--- config.mk ---
export PLATFORM = sky130hd
export DESIGN_NAME = rwb_handshake
export DESIGN_NICKNAME = d
export VERILOG_FILES = /design/src/rwb_pkg.sv /design/src/rwb_apb_regs.sv /design/src/rwb_handshake.sv
export SDC_FILE = /design/constraint.sdc
export NUM_CORES = 1
export LEC_CHECK = 0
export BUFFER_PORTS_ARGS = -buffer_cell sky130_fd_sc_hd__buf_2
export CORE_AREA = 2 2 83 85
export CTS_BUF_LIST = sky130_fd_sc_hd__clkbuf_8 sky130_fd_sc_hd__clkbuf_16
export DETAILED_ROUTE_END_ITERATION = 10
export DIE_AREA = 0 0 85 87
export PLACE_DENSITY = 0.77
export SYNTH_ARGS = -nofsm -noshare
export SYNTH_HDL_FRONTEND = slang
export SYNTH_SLANG_ARGS = --single-unit
--- constraint.sdc ---
create_clock -name pclk -period 1.5 [get_ports pclk]
set_clock_uncertainty 0.05 [all_clocks]
set_input_delay 0.225 -clock pclk [delete_from_list [all_inputs] [get_ports pclk]]
set_output_delay 0.225 -clock pclk [all_outputs]
set_load 0.1 [all_outputs]
--- src/rwb_pkg.sv ---
// shared constants for the read/write buffer handshake control block
package rwb_pkg;

    // ****************************************
    // register map (byte addresses)
    // ****************************************
    localparam logic [7:0] RWB_CTRL_ADDR   = 8'h00;
    localparam logic [7:0] RWB_STATUS_ADDR = 8'h04;
    localparam logic [7:0] RWB_RDCNT_ADDR  = 8'h08;
    localparam logic [7:0] RWB_WRCNT_ADDR  = 8'h0C;

    // ****************************************
    // field positions
    // ****************************************
    localparam int RWB_CTRL_ENABLE_BIT  = 0;
    localparam int RWB_ST_WIP_BIT       = 0;
    localparam int RWB_ST_RSTALL_BIT    = 1;
    localparam int RWB_ST_WSTALL_BIT    = 2;
    localparam int RWB_ST_MRD_BIT       = 3;
    localparam int RWB_ST_DWR_BIT       = 4;
    localparam int RWB_ST_WCAP_BIT      = 5;

    // ****************************************
    // widths and reset values
    // ****************************************
    localparam int          RWB_CNT_W         = 16;
    localparam int          RWB_ST_W          = 6;
    localparam logic        RWB_CTRL_ENABLE_RST = 1'b1;
    localparam logic [31:0] RWB_ZERO_WORD     = 32'h0000_0000;

    // ****************************************
    // fixed buffer strap levels
    // ****************************************
    localparam logic RWB_PATH_LATCH_REG  = 1'b1;  // latch then output register
    localparam logic RWB_PARITY_PASS     = 1'b0;  // even parity unchanged
    localparam logic RWB_ENABLE_OFF_N    = 1'b1;  // inactive active-low enable

    // ****************************************
    // apb access phases
    // ****************************************
    typedef enum logic [1:0] {
        RWB_APB_IDLE   = 2'b00,
        RWB_APB_SETUP  = 2'b01,
        RWB_APB_ACCESS = 2'b10
    } rwb_apb_phase_t;

endpackage

--- src/rwb_apb_regs.sv ---
// apb slave holding the control, status and counter registers
`timescale 1ns/1ps
module rwb_apb_regs
    import rwb_pkg::*;
(
    // clock and reset
    input  wire logic                 pclk,
    input  wire logic                 presetn,
    // apb slave
    input  wire logic [7:0]           paddr,
    input  wire logic                 psel,
    input  wire logic                 penable,
    input  wire logic                 pwrite,
    input  wire logic [31:0]          pwdata,
    output logic                      pready,
    output logic [31:0]               prdata,
    output logic                      pslverr,
    // block side
    output logic                      ctrl_enable,
    input  wire logic [RWB_ST_W-1:0]  status_bits,
    input  wire logic [RWB_CNT_W-1:0] read_count,
    input  wire logic [RWB_CNT_W-1:0] write_count
);

    // address decode for the error answer; the read mux decodes paddr with its own case
    function automatic logic addr_hit(input logic [7:0] a);
        addr_hit = (a == RWB_CTRL_ADDR) || (a == RWB_STATUS_ADDR) ||
                   (a == RWB_RDCNT_ADDR) || (a == RWB_WRCNT_ADDR);
    endfunction

    rwb_apb_phase_t phase;
    logic [31:0]    next_rdata;
    wire            setup_cyc  = psel & ~penable;
    wire            access_cyc = psel & penable;
    wire            wr_ctrl    = access_cyc & pwrite & (paddr == RWB_CTRL_ADDR);

    // read data picked in the setup cycle, so prdata comes from a flop
    always_comb begin
        next_rdata = RWB_ZERO_WORD;
        case (paddr)
            RWB_CTRL_ADDR:   next_rdata[RWB_CTRL_ENABLE_BIT] = ctrl_enable;
            RWB_STATUS_ADDR: next_rdata[RWB_ST_W-1:0] = status_bits;
            RWB_RDCNT_ADDR:  next_rdata[RWB_CNT_W-1:0] = read_count;
            RWB_WRCNT_ADDR:  next_rdata[RWB_CNT_W-1:0] = write_count;
            default:         next_rdata = RWB_ZERO_WORD;
        endcase
    end

    // zero wait states; unmapped addresses answer with an error
    assign pready  = 1'b1;
    assign pslverr = access_cyc & ~addr_hit(paddr);

    // phase tracker and read data register
    always_ff @(posedge pclk or negedge presetn) begin
        if (!presetn) begin
            phase  <= RWB_APB_IDLE;
            prdata <= RWB_ZERO_WORD;
        end else begin
            phase <= setup_cyc ? RWB_APB_SETUP :
                     (access_cyc ? RWB_APB_ACCESS : RWB_APB_IDLE);
            if (setup_cyc && !pwrite) begin
                prdata <= next_rdata;
            end
        end
    end

    // control register, written at the access edge only
    always_ff @(posedge pclk or negedge presetn) begin
        if (!presetn) begin
            ctrl_enable <= RWB_CTRL_ENABLE_RST;
        end else if (wr_ctrl) begin
            ctrl_enable <= pwdata[RWB_CTRL_ENABLE_BIT];
        end
    end

endmodule

--- src/rwb_handshake.sv ---
// control state machine for a one-deep read and one-deep write buffer
//
// Our own choices: the APB register port and the register offsets.
`timescale 1ns/1ps
module rwb_handshake
    import rwb_pkg::*;
(
    // clock and reset
    input  wire logic        pclk,
    input  wire logic        presetn,
    // apb slave
    input  wire logic [7:0]  paddr,
    input  wire logic        psel,
    input  wire logic        penable,
    input  wire logic        pwrite,
    input  wire logic [31:0] pwdata,
    output logic             pready,
    output logic [31:0]      prdata,
    output logic             pslverr,
    // processor memory interface
    input  wire logic        cpu_phase_clock,
    input  wire logic        cpu_read_request_n,
    input  wire logic        cpu_write_request_n,
    input  wire logic        cpu_read_buffer_enable_n,
    output logic             read_stall,
    output logic             write_stall,
    // main memory handshake
    input  wire logic        memory_cycle_done_n,
    output logic             memory_request_pulse_n,
    output logic             memory_read_strobe_n,
    output logic             memory_write_strobe_n,
    // low address buffer controls
    output logic             addr_path_select,
    output logic             addr_register_clock,
    output logic             addr_register_enable_n,
    output logic             addr_port_a_drive_enable_n,
    output logic             addr_port_a_capture_enable_n,
    output logic             addr_port_b_drive_enable_n,
    output logic             addr_parity_sense,
    // data buffer controls
    output logic             data_path_select,
    output logic             data_register_clock,
    output logic             data_register_enable_n,
    output logic             data_port_a_drive_enable_n,
    output logic             data_port_a_capture_enable_n,
    output logic             data_port_b_drive_enable_n,
    output logic             data_parity_sense
);

    // ****************************************
    // internal state
    // ****************************************
    logic                 ctrl_enable;
    logic                 write_pending;
    logic                 delayed_write_request;
    logic                 request_issued;
    logic                 write_captured;
    logic                 mem_req;
    logic                 mem_rd;
    logic [RWB_CNT_W-1:0] read_count;
    logic [RWB_CNT_W-1:0] write_count;
    logic                 next_write_pending;
    logic                 next_read_stall;
    logic                 next_mem_req;
    logic                 next_mem_rd;
    logic                 next_issued;
    logic                 next_captured;

    // ****************************************
    // request decode
    // ****************************************
    // software can park the block; requests are then not seen at all
    wire rd_req   = ctrl_enable & ~cpu_read_request_n;
    wire wr_req   = ctrl_enable & ~cpu_write_request_n;
    wire cyc_done = ~memory_cycle_done_n;
    wire read_ack = cyc_done & ~write_pending & rd_req;
    wire write_ack = cyc_done & write_pending;

    // write accepted into the buffer: idle, no read, not yet taken
    wire write_capture = wr_req & ~write_pending & ~rd_req & ~write_captured;
    wire read_capture  = rd_req & ~write_pending & ~wr_req;

    // ****************************************
    // next-state equations
    // ****************************************
    // write pending rises on an idle write, falls on cycle done
    assign next_write_pending = write_capture |
                                (write_pending & ~cyc_done);

    // read stall idles high; cleared only by a read acknowledge
    assign next_read_stall = ~(read_ack | (~read_stall & rd_req));

    // one request per read or write; none while a write is pending.
    // a write capture is one-shot already, so only reads look at the
    // issued flag: a refill that just ended must not block its write
    assign next_mem_req = ~write_pending &
                          (write_capture | (rd_req & ~request_issued));

    // read strobe held as long as the read request stays up
    assign next_mem_rd = rd_req & (~write_pending | mem_rd);

    // issued flag stops repeat pulses during a block refill; it
    // follows the read request and clears on a write acknowledge, so a read held behind the write can go
    assign next_issued = (next_mem_req | request_issued) &
                         rd_req & ~write_ack;

    // captured flag keeps a held write request from retaking data;
    // the write acknowledge frees it for a stalled second write
    assign next_captured = wr_req & ~write_ack &
                           (write_captured | write_capture);

    // ****************************************
    // state registers
    // ****************************************
    // pclk stands for the inverted phase clock; power-up is idle
    always_ff @(posedge pclk or negedge presetn) begin
        if (!presetn) begin
            write_pending  <= 1'b0;
            read_stall     <= 1'b1;
            mem_req        <= 1'b0;
            mem_rd         <= 1'b0;
            request_issued <= 1'b0;
            write_captured <= 1'b0;
        end else begin
            write_pending  <= next_write_pending;
            read_stall     <= next_read_stall;
            mem_req        <= next_mem_req;
            mem_rd         <= next_mem_rd;
            request_issued <= next_issued;
            write_captured <= next_captured;
        end
    end

    // one-cycle delayed copy of the write request
    always_ff @(posedge pclk or negedge presetn) begin
        if (!presetn) begin
            delayed_write_request <= 1'b0;
        end else begin
            delayed_write_request <= wr_req;
        end
    end

    // completed-transfer counters for software
    always_ff @(posedge pclk or negedge presetn) begin
        if (!presetn) begin
            read_count  <= '0;
            write_count <= '0;
        end else begin
            if (read_ack && read_stall) begin
                read_count <= read_count + 1'b1;
            end
            if (write_ack) begin
                write_count <= write_count + 1'b1;
            end
        end
    end

    // ****************************************
    // memory handshake outputs
    // ****************************************
    // the write stall must be combinational so the processor sees it
    // in the same cycle as the read request
    assign write_stall            = write_pending | rd_req;
    assign memory_request_pulse_n = ~mem_req;
    assign memory_read_strobe_n   = ~mem_rd;
    assign memory_write_strobe_n  = ~write_pending;

    // ****************************************
    // low address buffer controls
    // ****************************************
    // low address bits are valid in the first phase, so the
    // non-inverted phase clock times their register
    assign addr_register_clock          = cpu_phase_clock;
    assign addr_path_select             = RWB_PATH_LATCH_REG;
    assign addr_register_enable_n       = ~(read_capture | write_capture);
    assign addr_port_a_drive_enable_n   = ~(write_pending | rd_req);
    assign addr_port_a_capture_enable_n = RWB_ENABLE_OFF_N;
    assign addr_port_b_drive_enable_n   = RWB_ENABLE_OFF_N;
    assign addr_parity_sense            = RWB_PARITY_PASS;

    // ****************************************
    // data buffer controls
    // ****************************************
    assign data_path_select             = RWB_PATH_LATCH_REG;
    assign data_register_clock          = ~cpu_phase_clock;
    assign data_register_enable_n       = ~write_capture;
    assign data_parity_sense            = RWB_PARITY_PASS;
    assign data_port_a_drive_enable_n   = ~write_pending;
    assign data_port_a_capture_enable_n = ~(rd_req & ~write_pending);
    // the processor owns read-buffer output timing
    assign data_port_b_drive_enable_n   = cpu_read_buffer_enable_n;

    // ****************************************
    // register file
    // ****************************************
    rwb_apb_regs u_regs (
        .pclk        (pclk),
        .presetn     (presetn),
        .paddr       (paddr),
        .psel        (psel),
        .penable     (penable),
        .pwrite      (pwrite),
        .pwdata      (pwdata),
        .pready      (pready),
        .prdata      (prdata),
        .pslverr     (pslverr),
        .ctrl_enable (ctrl_enable),
        .status_bits ({write_captured, delayed_write_request, mem_rd,
                       write_stall, read_stall, write_pending}),
        .read_count  (read_count),
        .write_count (write_count)
    );

    // previous read request, so a fresh read can be told apart
    // from one that is still being refilled
    logic rd_req_prev;
    always_ff @(posedge pclk or negedge presetn) begin
        if (!presetn) begin
            rd_req_prev <= 1'b0;
        end else begin
            rd_req_prev <= rd_req;
        end
    end
endmodule

==> results of run 1 <==
## stage by stage
| stage | power, mW | area [um2] | TNS (ps) |
|---|---|---|---|
| 5_1_grt | 3.13 | 4020 | -5880 |
| 3_5_place_dp | 2.04 | 3380 | -5330 |
| 3_3_place_gp | 2.03 | 3380 | -4380 |
| 2_1_floorplan | 1.99 | 2970 | -8540 |
| 6_report | 3.05 | 4020 | -4260 |
| 4_1_cts | 3.03 | 3810 | -3510 |
## layout make-up
| cell class | instances | area, um2 |
|---|---|---|
| clock buffers | 5 | 68.8 |
| clock inverters | 3 | 38.8 |
| repair buffers | 100 | 843 |
| multi-input cells | 201 | 1520 |
| fillers | 484 | 2540 |
| flip-flops and latches | 56 | 1410 |
| inverters | 9 | 45.0 |
| well taps | 80 | 100 |
## kinds of logic (layout without fill, tap and decap cells)
logic type / Yosys count / count (layout) / synth area share (%)
DFF: 56 / 56 / 49.4
AOI/OAI and AO/OA: 28 / 28 / 6.38
other: 2 / 23 / 0.264
adders and majority gates: 2 / 2 / 0.880
muxes: 18 / 18 / 7.04
buffers and inverters: 41 / 117 / 8.97
and+or+nand+nor: 100 / 100 / 17.9
xor gates and xnor gates: 30 / 30 / 9.24
## placed cells by master, fill, tap and decap left out, types with 3 or more instances in the layout
| master | synthesis | layout |
|---|---|---|
| o31ai_1 | 10 | 6 |
| conb_1 | 2 | 23 |
| nand2_1 | 35 | 30 |
| nand3_1 | 15 | 8 |
| nor3_4 | 1 | 3 |
| nand2_4 | 0 | 3 |
| xnor2_1 | 18 | 17 |
| nor3_2 | 0 | 4 |
| nand4_1 | 6 | 6 |
| clkbuf_8 | 0 | 5 |
| mux2i_1 | 11 | 11 |
| buf_2 | 3 | 35 |
| dfrtp_1 | 54 | 53 |
| nor2_1 | 12 | 8 |
| a22oi_1 | 4 | 3 |
| nand3_2 | 0 | 6 |
| buf_4 | 26 | 39 |
| a21oi_2 | 0 | 3 |
| clkinvlp_4 | 0 | 3 |
| buf_12 | 0 | 10 |
| nor2_4 | 0 | 3 |
| and3_1 | 4 | 4 |
| o31ai_2 | 0 | 4 |
| buf_6 | 0 | 14 |
| inv_1 | 9 | 6 |
| xor2_1 | 12 | 12 |
| o21ai_1 | 0 | 5 |
| mux2_2 | 6 | 5 |
## power groups by stage
stage | logic, mW | registers [mW] | clock network [mW]
detailed placement | 0.483 | 1.55 | 0
global route | 0.555 | 1.53 | 1.05
global placement | 0.478 | 1.55 | 0
floorplan | 0.431 | 1.56 | 0
finish | 0.531 | 1.53 | 0.992
CTS | 0.514 | 1.53 | 0.987
## metal layers
metal  up-vias  share of wire, %  track usage, %
met5         -                 0               0
met4         0               3.0            7.94
met3        22               5.5            4.17
met2        80                52            33.9
met1      1198                40            24.2
li1       1090                 -               -
## state kept, by name, summed over array words and instances, names as in the netlist
name	flops
write_pending	1
mem_rd	1
read_count	16
u_regs.prdata	16
write_captured	1
u_regs.ctrl_enable	1
mem_req	1
request_issued	1
write_count	16
read_stall	1
delayed_write_request	1
## worst min-delay path by stage
stage / end / slack, ps / cells past startpoint
after floorplan: delayed_write_request$_DFF_PN0_ / -120 / 0
after global placement: write_pending$_DFF_PN0_ / 190 / 2
after detailed placement: write_pending$_DFF_PN0_ / 200 / 2
after CTS: u_regs.ctrl_enable$_DFFE_PN1P_ / 90 / 2
after global routing: u_regs.ctrl_enable$_DFFE_PN1P_ / 100 / 2
final: u_regs.ctrl_enable$_DFFE_PN1P_ / 90 / 2
## critical path, stage by stage, from the launching register on
cell	delay (ps)
dfstp_2	600
buf_6	130
buf_6	90
nand2b_4	70
nand2_8	80
clkinvlp_4	90
buf_12	170
## what timing repair did
| action | 4_1_cts | 5_1_grt |
|---|---|---|
| hold buffers | 1 | 0 |
| endpoints found under the hold margin | 54 | 0 |
| setup buffers | 15 | 9 |
| pin swaps | 20 | 14 |
| endpoints found under the setup margin | 36 | 52 |
| gates resized for setup | 53 | 40 |
==> metrics.md, run 1 <==
| Metric | Value |
|---|---|
| FMAX | 547 MHz |
| CTS tree | yes |
| Final worst setup slack | -330 ps |
| Drt initial violations | 171 |
| Non-filler cells in the finished layout | 454 |
| Hpwl dp | 4450 um |
| Seq/Total Area, Yosys | 49.4% |
| Synth cell types | 40 |
| Asr flop ratio synth | 100% |
| Layout cells sized above 1 | 43.6% |
| Worst R2R End | read_count[4]$_DFFE_PN0P_ |
| Largest net degree at the start of global routing | 57 |
| Area leader, netlist | dfrtp_1 |
| Antenna-violating nets left | 0 |
| Dpl ws | -231 ps |
| RSZ-0062 raised after global routing | yes |
| Comb power frac | 17.4% |
| CTS Sinks | 56 |
| CP Launch Type | register |
| I/O Buffers | 46 |
| Clock Path Buffers | 2 |
| Total grt overflow | 0 |
| Clock latency on the worst-skew pair | 310 ps |
| Fin crit share | 122% |
| Setup CP Type | register to primary output |
| Pre-antenna DRT Iters | 4 |
| Final setup violation count | 26 |
| CTS Root Cell | clkbuf_8 |
| Die area | 7400 um2 |
| Yosys reg bits | 56 |
| Mapped Area | 2840 um2 |
| Area Growth Syn to Fin | 41.5% |
| Crit path time final | 1830 ps |
| GRT Total Usage | 19.7% |
| CP endpoint kind | primary output |
| Worst hold slack | 85.9 ps |
| Worst hold path type | input port to register |
| Net Switching | 938 uW |
| Ranking of synthesized cells by area | dfrtp_1 (48%), buf_4 (6.9%), xnor2_1 (5.5%) |
| CTS H-tree lvls | 2 |
| Top-area cell type share of the netlist area | 47.5% |
| Max-Cap Viols | 0 |
| Drt wl/cell | 16.6 um |
| First-pass GRT wire length | 11500 um |
| Most frequent cell after synthesis | dfrtp_1 |
| Worst Setup SP | u_regs.ctrl_enable$_DFFE_PN1P_ |
| Arrival time worst endpoint | 1550 ps |
| Peak VDD IR | 0.000557 V |
| Vias per cell | 5.26 |
| Mapped Cells | 277 |
| Initial antenna violation count | 0 |
| Sequential power share | 50.1% |
| Worst hold start | pwdata[0] |
| Post-synth top cells | dfrtp_1 (54), nand2_1 (35), buf_4 (26) |
| Power Dens Cells | 758 nW/um2 |
| Residual DRC | 0 |
| Overall die width | 85 um |
| Register-to-Register Setup Slack | -280 ps |
| Final WL | 7540 um |
| Final core occ | 61.3% |
| Lkg Pwr | 2.01 nW |
| NumNets Final | 425 |
| # rows | 30 |
| Number of flops mapped to enable cells by yosys | 0 |
| Final Hold Fails | 0 |
| Height of the die | 87 um |
| Status | finished, violations left |
| Worst setup path end | addr_port_a_drive_enable_n |
| Internal | 2.11 mW |
| Area of the core | 6570 um2 |
| Clk slew on worst S/H paths | 110 ps |
| Clock power frac | 32.5% |
| Yosys Warn Count | 0 |
| Failing checks | setup timing |
| Via count | 2390 |
| Gp weighted congestion | 0.804 |
| CP Max Fanout | 4 |
| CP required | 1220 ps |
| Top Ports | 103 |
| Starting Density | 43.3% |
| Top_reg_cell synth | dfrtp_1 |
| CTS buffer count | 5 |
| ANT cells | 0 |
| FF-to-FF Start | u_regs.ctrl_enable$_DFFE_PN1P_ |
| Vias in the first global route | 2396 |
| Reg2Reg Depth | 7 |
| Final Max Tran Viols | 0 |
| Avg Inst Size Synth | 10.3 um2 |
| Sw frac | 30.7% |
| # placed instances | 423 |
No activity file was read; power rests on OpenSTA's default activity.
==> inputs of run 2 (changes only) <==
BUFFER_PORTS_ARGS = unset   (was -buffer_cell sky130_fd_sc_hd__buf_2)
CELL_PAD_IN_SITES_DETAIL_PLACEMENT = 0   (was unset)
CELL_PAD_IN_SITES_GLOBAL_PLACEMENT = 1   (was unset)
CORE_AREA = 2 2 86 88   (was 2 2 83 85)
DIE_AREA = 0 0 88 90   (was 0 0 85 87)
DONT_BUFFER_PORTS = 1   (was unset)
PLACE_DENSITY = 0.74   (was 0.77)
==> metrics.md, run 2 (synthesis results as in run 1) <==
| Metric | Value |
|---|---|
| Relative slew slack | 58.9% |
| Overall die width | 88 um |
| Clock power frac | 33.7% |
| I/O Buffers | 0 |
| Gp weighted congestion | 0.800 |
| Setup TNS Final | -3210 ps |
| Clk slew on worst S/H paths | 110 ps |
| Fin crit share | 120% |
| Vias per cell | 4.79 |
| Drt wl/cell | 14.1 um |
| Antenna-violating nets left | 0 |
| Hpwl dp | 4130 um |
| Final setup violation count | 24 |
| Hold buffers post-CTS | 2 |
| Top Ports | 103 |
| Layout fillers | 586 |
| Grt met2 use | 24.2% |
| Area of the core | 7020 um2 |
| CTS Sinks | 56 |
| # placed instances | 416 |
| M3 GR Usage | 3.12% |
| Via count | 2133 |
| Multi-input gate area | 1500 um2 |
| Setup CP Type | register to primary output |
| Failing checks | hold timing, setup timing |
| CTS H-tree lvls | 2 |
| Final Max Tran Viols | 0 |
| Area Growth Syn to Fin | 35.7% |
| First-pass GRT wire length | 9870 um |
| CP Launch Type | register |
| GRT Total Usage | 15.9% |
| # rows | 31 |
| Power Dens Cells | 757 nW/um2 |
| Pre-antenna DRT Iters | 4 |
| FMAX | 557 MHz |
| RSZ-0062 raised after global routing | yes |
| Peak VDD IR | 0.000309 V |
| Non-filler cells in the finished layout | 445 |
| Gr busiest metal | met2 |
| CTS Root Cell | clkbuf_8 |
| Layout cells sized above 1 | 37.6% |
| Residual DRC | 0 |
| Final Power | 2.92 mW |
| Worst hold path type | input port to async pin |
| Storage cell area | 1410 um2 |
| Most common cell after layout, fill and taps aside | dfrtp_1 |
| Clock latency on the worst-skew pair | 320 ps |
| Max-Cap Viols | 0 |
| Starting Density | 40.5% |
| Largest net degree at the start of global routing | 57 |
| Total grt overflow | 0 |
| Most frequent cells in the layout | dfrtp_1 (54), buf_4 (52), nand2_1 (32) |
| Final WL | 6280 um |
| CTS tree | yes |
| CP endpoint kind | primary output |
| Status | finished, violations left |
| Die area | 7920 um2 |
| GRT met1 Usage | 22.8% |
| CTS buffer count | 5 |
| NumNets Final | 397 |
| CP Max Fanout | 4 |
| Final Hold Fails | 56 |
| Initial antenna violation count | 0 |
| Comb power frac | 14.1% |
| Vias in the first global route | 2019 |
| Final worst setup slack | -294 ps |
| Net Switching | 845 uW |
| Sequential power share | 52.3% |
| Worst hold slack | -458 ps |
| Lkg Pwr | 1.81 nW |
| Largest regs | read_count: 16 flops, u_regs.prdata: 16 flops, write_count: 16 flops |
| Arrival time worst endpoint | 1520 ps |
| Crit path time final | 1790 ps |
| Height of the die | 90 um |
| Sw frac | 28.9% |
| CP required | 1220 ps |
| Internal | 2.08 mW |
| Drt initial violations | 145 |
| Clock Path Buffers | 2 |
| ANT cells | 0 |
| Worst-margin pin slew | 614 ps |
-- run 2: worst paths after layout --
check,from,end,slack (ps),cells past startpoint
setup / recovery,u_regs.ctrl_enable$_DFFE_PN1P_,data_register_enable_n,-290,3
hold / removal,presetn,u_regs.prdata[1]$_DFFE_PN0P_,-460,0
setup reg to reg,u_regs.ctrl_enable$_DFFE_PN1P_,read_count[14]$_DFFE_PN0P_,-260,6
hold reg to reg,read_count[15]$_DFFE_PN0P_,read_count[15]$_DFFE_PN0P_,420,1
max in group asynchronous,presetn,read_stall$_DFF_PN1_,1680,0
min in group pclk,pwdata[0],u_regs.ctrl_enable$_DFFE_PN1P_,10,1
-- run 2: critical path, stage by stage, from the launching register on --
cell and delay (ps):
dfstp_2 610, nand2b_4 70, or3_4 340, buf_12 180
-- run 2: layer usage --
| layer | routed length, um | share of wire, % |
|---|---|---|
| met1 | 2860 | 46 |
| met3 | 262 | 4.2 |
| met5 | 0 | 0 |
| met2 | 3060 | 49 |
| met4 | 95 | 1.5 |
-- run 2: power groups by stage --
| stage | clock (mW) | sequential [mW] | combinational, mW |
|---|---|---|---|
| after detailed placement | 0 | 1.56 | 0.381 |
| after CTS | 1.00 | 1.53 | 0.401 |
| after global routing | 1.06 | 1.53 | 0.425 |
| after floorplan | 0 | 1.56 | 0.431 |
| final | 0.985 | 1.53 | 0.411 |
| after global placement | 0 | 1.56 | 0.380 |
-- run 2: cell type report --
type | instances | area share (%)
clock inverters | 3 | 1.01
well taps | 99 | 3.21
multi-input cells | 201 | 38.9
repair buffers | 72 | 17.5
clock buffers | 5 | 1.78
inverters | 9 | 1.17
flip-flops and latches | 56 | 36.5
-- run 2: timing repair --
action / in CTS / in global routing
buffers inserted: 14 / 8
pin swaps: 8 / 17
setup endpoints to repair: 30 / 36
resized for setup: 35 / 28
hold endpoints to repair: 58 / 56
-- run 2: metrics by stage --
step | utilization (%) | instance area, um2 | worst slack [ps]
detailed placement | 47.4 | 3330 | -218
global placement | 47.4 | 3330 | -237
CTS | 52.7 | 3700 | -290
finish | 55.0 | 3860 | -294
floorplan | - | 2970 | -680
global route | 55.0 | 3860 | -341
==> inputs of run 3 (changes only) <==
CORE_AREA = 2 2 73 103   (was 2 2 86 88)
DIE_AREA = 0 0 75 105   (was 0 0 88 90)
PLACE_DENSITY = 0.75   (was 0.74)
==> metrics.md, run 3 (synthesis results as in run 1) <==
| Metric | Value |
|---|---|
| NumNets Final | 396 |
| Power Dens Cells | 735 nW/um2 |
| Worst R2R End | read_count[12]$_DFFE_PN0P_ |
| Clock Path Buffers | 2 |
| Area Growth Syn to Fin | 35.9% |
| Peak VDD IR | 0.000511 V |
| Via count | 2170 |
| Reg2Reg Depth | 7 |
| Gr busiest metal | met2 |
| Area after DPL | 3300 um2 |
| Slowest CP cell | dfstp_2 |
| Antenna-violating nets left | 0 |
| Vias per cell | 4.93 |
| GRT Total Usage | 17.5% |
| Die area | 7880 um2 |
| Net Switching | 899 uW |
| Height of the die | 105 um |
| RSZ-0062 raised after global routing | yes |
| CTS H-tree lvls | 2 |
| Most common cell after layout, fill and taps aside | dfrtp_1 |
| CP Launch Type | register |
| Failing checks | hold timing, setup timing |
| Comb power frac | 15.0% |
| Setup CP Type | register to primary output |
| Clock power frac | 31.3% |
| Drt wl/cell | 15.3 um |
| Largest regs | read_count: 16 flops, u_regs.prdata: 16 flops, write_count: 16 flops |
| Worst hold slack | -469 ps |
| Final Hold Fails | 56 |
| Setup TNS Final | -3890 ps |
| Sequential power share | 53.7% |
| I/O Buffers | 0 |
| # rows | 36 |
| Fin crit share | 120% |
| Lkg Pwr | 1.85 nW |
| CP required | 1220 ps |
| FF-to-FF Start | u_regs.ctrl_enable$_DFFE_PN1P_ |
| Crit path time final | 1790 ps |
| Overall die width | 75 um |
| Cell Chain, Critical Path | buf_4, nor2b_4, buf_6, nand2_4, buf_12 |
| Total grt overflow | 0 |
| FMAX | 557 MHz |
| Gp weighted congestion | 0.780 |
| Max stage delay on crit path | 590 ps |
| Vias in the first global route | 2191 |
| CP bufs+invs | 3 |
| CP endpoint kind | primary output |
| Final setup violation count | 24 |
| Design area | 3860 um2 |
| Relative slew slack | 59.5% |
| Register-to-Register Setup Slack | -270 ps |
| Initial antenna violation count | 0 |
| Pre-antenna DRT Iters | 4 |
| Hold buffers post-CTS | 2 |
| First-pass GRT wire length | 10800 um |
| Sw frac | 31.7% |
| Layout cells sized above 1 | 37.1% |
| CTS buffer count | 5 |
| Worst-margin pin slew | 606 ps |
| Largest net degree at the start of global routing | 57 |
| Top Ports | 103 |
| Status | finished, violations left |
| Starting Density | 41.3% |
| CTS Sinks | 56 |
| CTS tree | yes |
| Arrival time worst endpoint | 1520 ps |
| Cell family with most CP delay | flip-flops |
| Internal | 1.94 mW |
| ANT cells | 0 |
| Final WL | 6730 um |
| Area of the core | 6890 um2 |
| Hpwl dp | 4450 um |
| CP Max Fanout | 4 |
| Grt met2 use | 28.9% |
| Clk slew on worst S/H paths | 120 ps |
| Most frequent cells in the layout | dfrtp_1 (53), buf_4 (47), nand2_1 (32) |
| Drt initial violations | 93 |
| Worst hold path type | input port to async pin |
| Max-Cap Viols | 0 |
| Residual DRC | 0 |
| Clock latency on the worst-skew pair | 320 ps |
| Final Max Tran Viols | 0 |
| GRT met1 Usage | 22.4% |
| Final worst setup slack | -295 ps |
| M3 GR Usage | 3.28% |
| CTS Root Cell | clkbuf_8 |
[run 3: area by class of cell]
cell class,instances,area (um2)
inverters,9,45.0
clock buffers,5,68.8
fillers,602,3030
multi-input cells,201,1490
well taps,95,119
repair buffers,71,703
clock inverters,3,27.5
flip-flops and latches,56,1410
[run 3: metal layers]
layer | routed length (um) | vias up
li1 | - | 1034
met1 | 2640 | 1072
met2 | 3690 | 55
met3 | 268 | 9
met4 | 137 | 0
met5 | 0 | -
[run 3: worst register-to-register path, cell delays in order (launching register included)]
cell     delay [ps]
dfstp_2         590
buf_4           130
nor2b_4         160
buf_6           120
nand4_1         160
buf_4           210
nor3_4          160
xnor2_1         140
[run 3: how the worst max path moves through the flow]
stage,slack [ps],cells after the start,from,end
floorplan,-680,4,write_pending$_DFF_PN0_,addr_port_a_drive_enable_n
global placement,-230,5,read_stall$_DFF_PN1_,read_count[13]$_DFFE_PN0P_
detailed placement,-230,4,u_regs.ctrl_enable$_DFFE_PN1P_,read_count[14]$_DFFE_PN0P_
CTS,-310,3,u_regs.ctrl_enable$_DFFE_PN1P_,data_register_enable_n
global route,-340,5,u_regs.ctrl_enable$_DFFE_PN1P_,data_port_a_capture_enable_n
finish,-290,5,u_regs.ctrl_enable$_DFFE_PN1P_,data_port_a_capture_enable_n
[run 3: power by group through the flow]
| stage | Sequential (mW) | Clock, mW | Combinational [mW] |
|---|---|---|---|
| after floorplan | 1.56 | 0 | 0.431 |
| after global placement | 1.56 | 0 | 0.384 |
| after detailed placement | 1.56 | 0 | 0.384 |
| after CTS | 1.53 | 0.909 | 0.403 |
| after global routing | 1.53 | 0.986 | 0.441 |
| final | 1.53 | 0.889 | 0.425 |
[run 3: what timing repair did]
action                                  4_1_cts  5_1_grt
pin swaps                                    15       19
endpoints found under the setup margin       36       37
hold endpoints to repair                     60       56
gates resized for setup                      36       35
buffers inserted                              8       18
[run 3: through the flow]
stage	hold slack, ps	cells	setup slack (ps)	power [mW]	util, %
floorplan	-121	298	-680	1.99	-
global placement	-119	408	-228	1.94	47.9
detailed placement	-119	408	-227	1.94	47.9
CTS	-477	426	-312	2.84	52.6
global route	-491	440	-344	2.95	56.1
finish	-469	440	-295	2.84	56.1
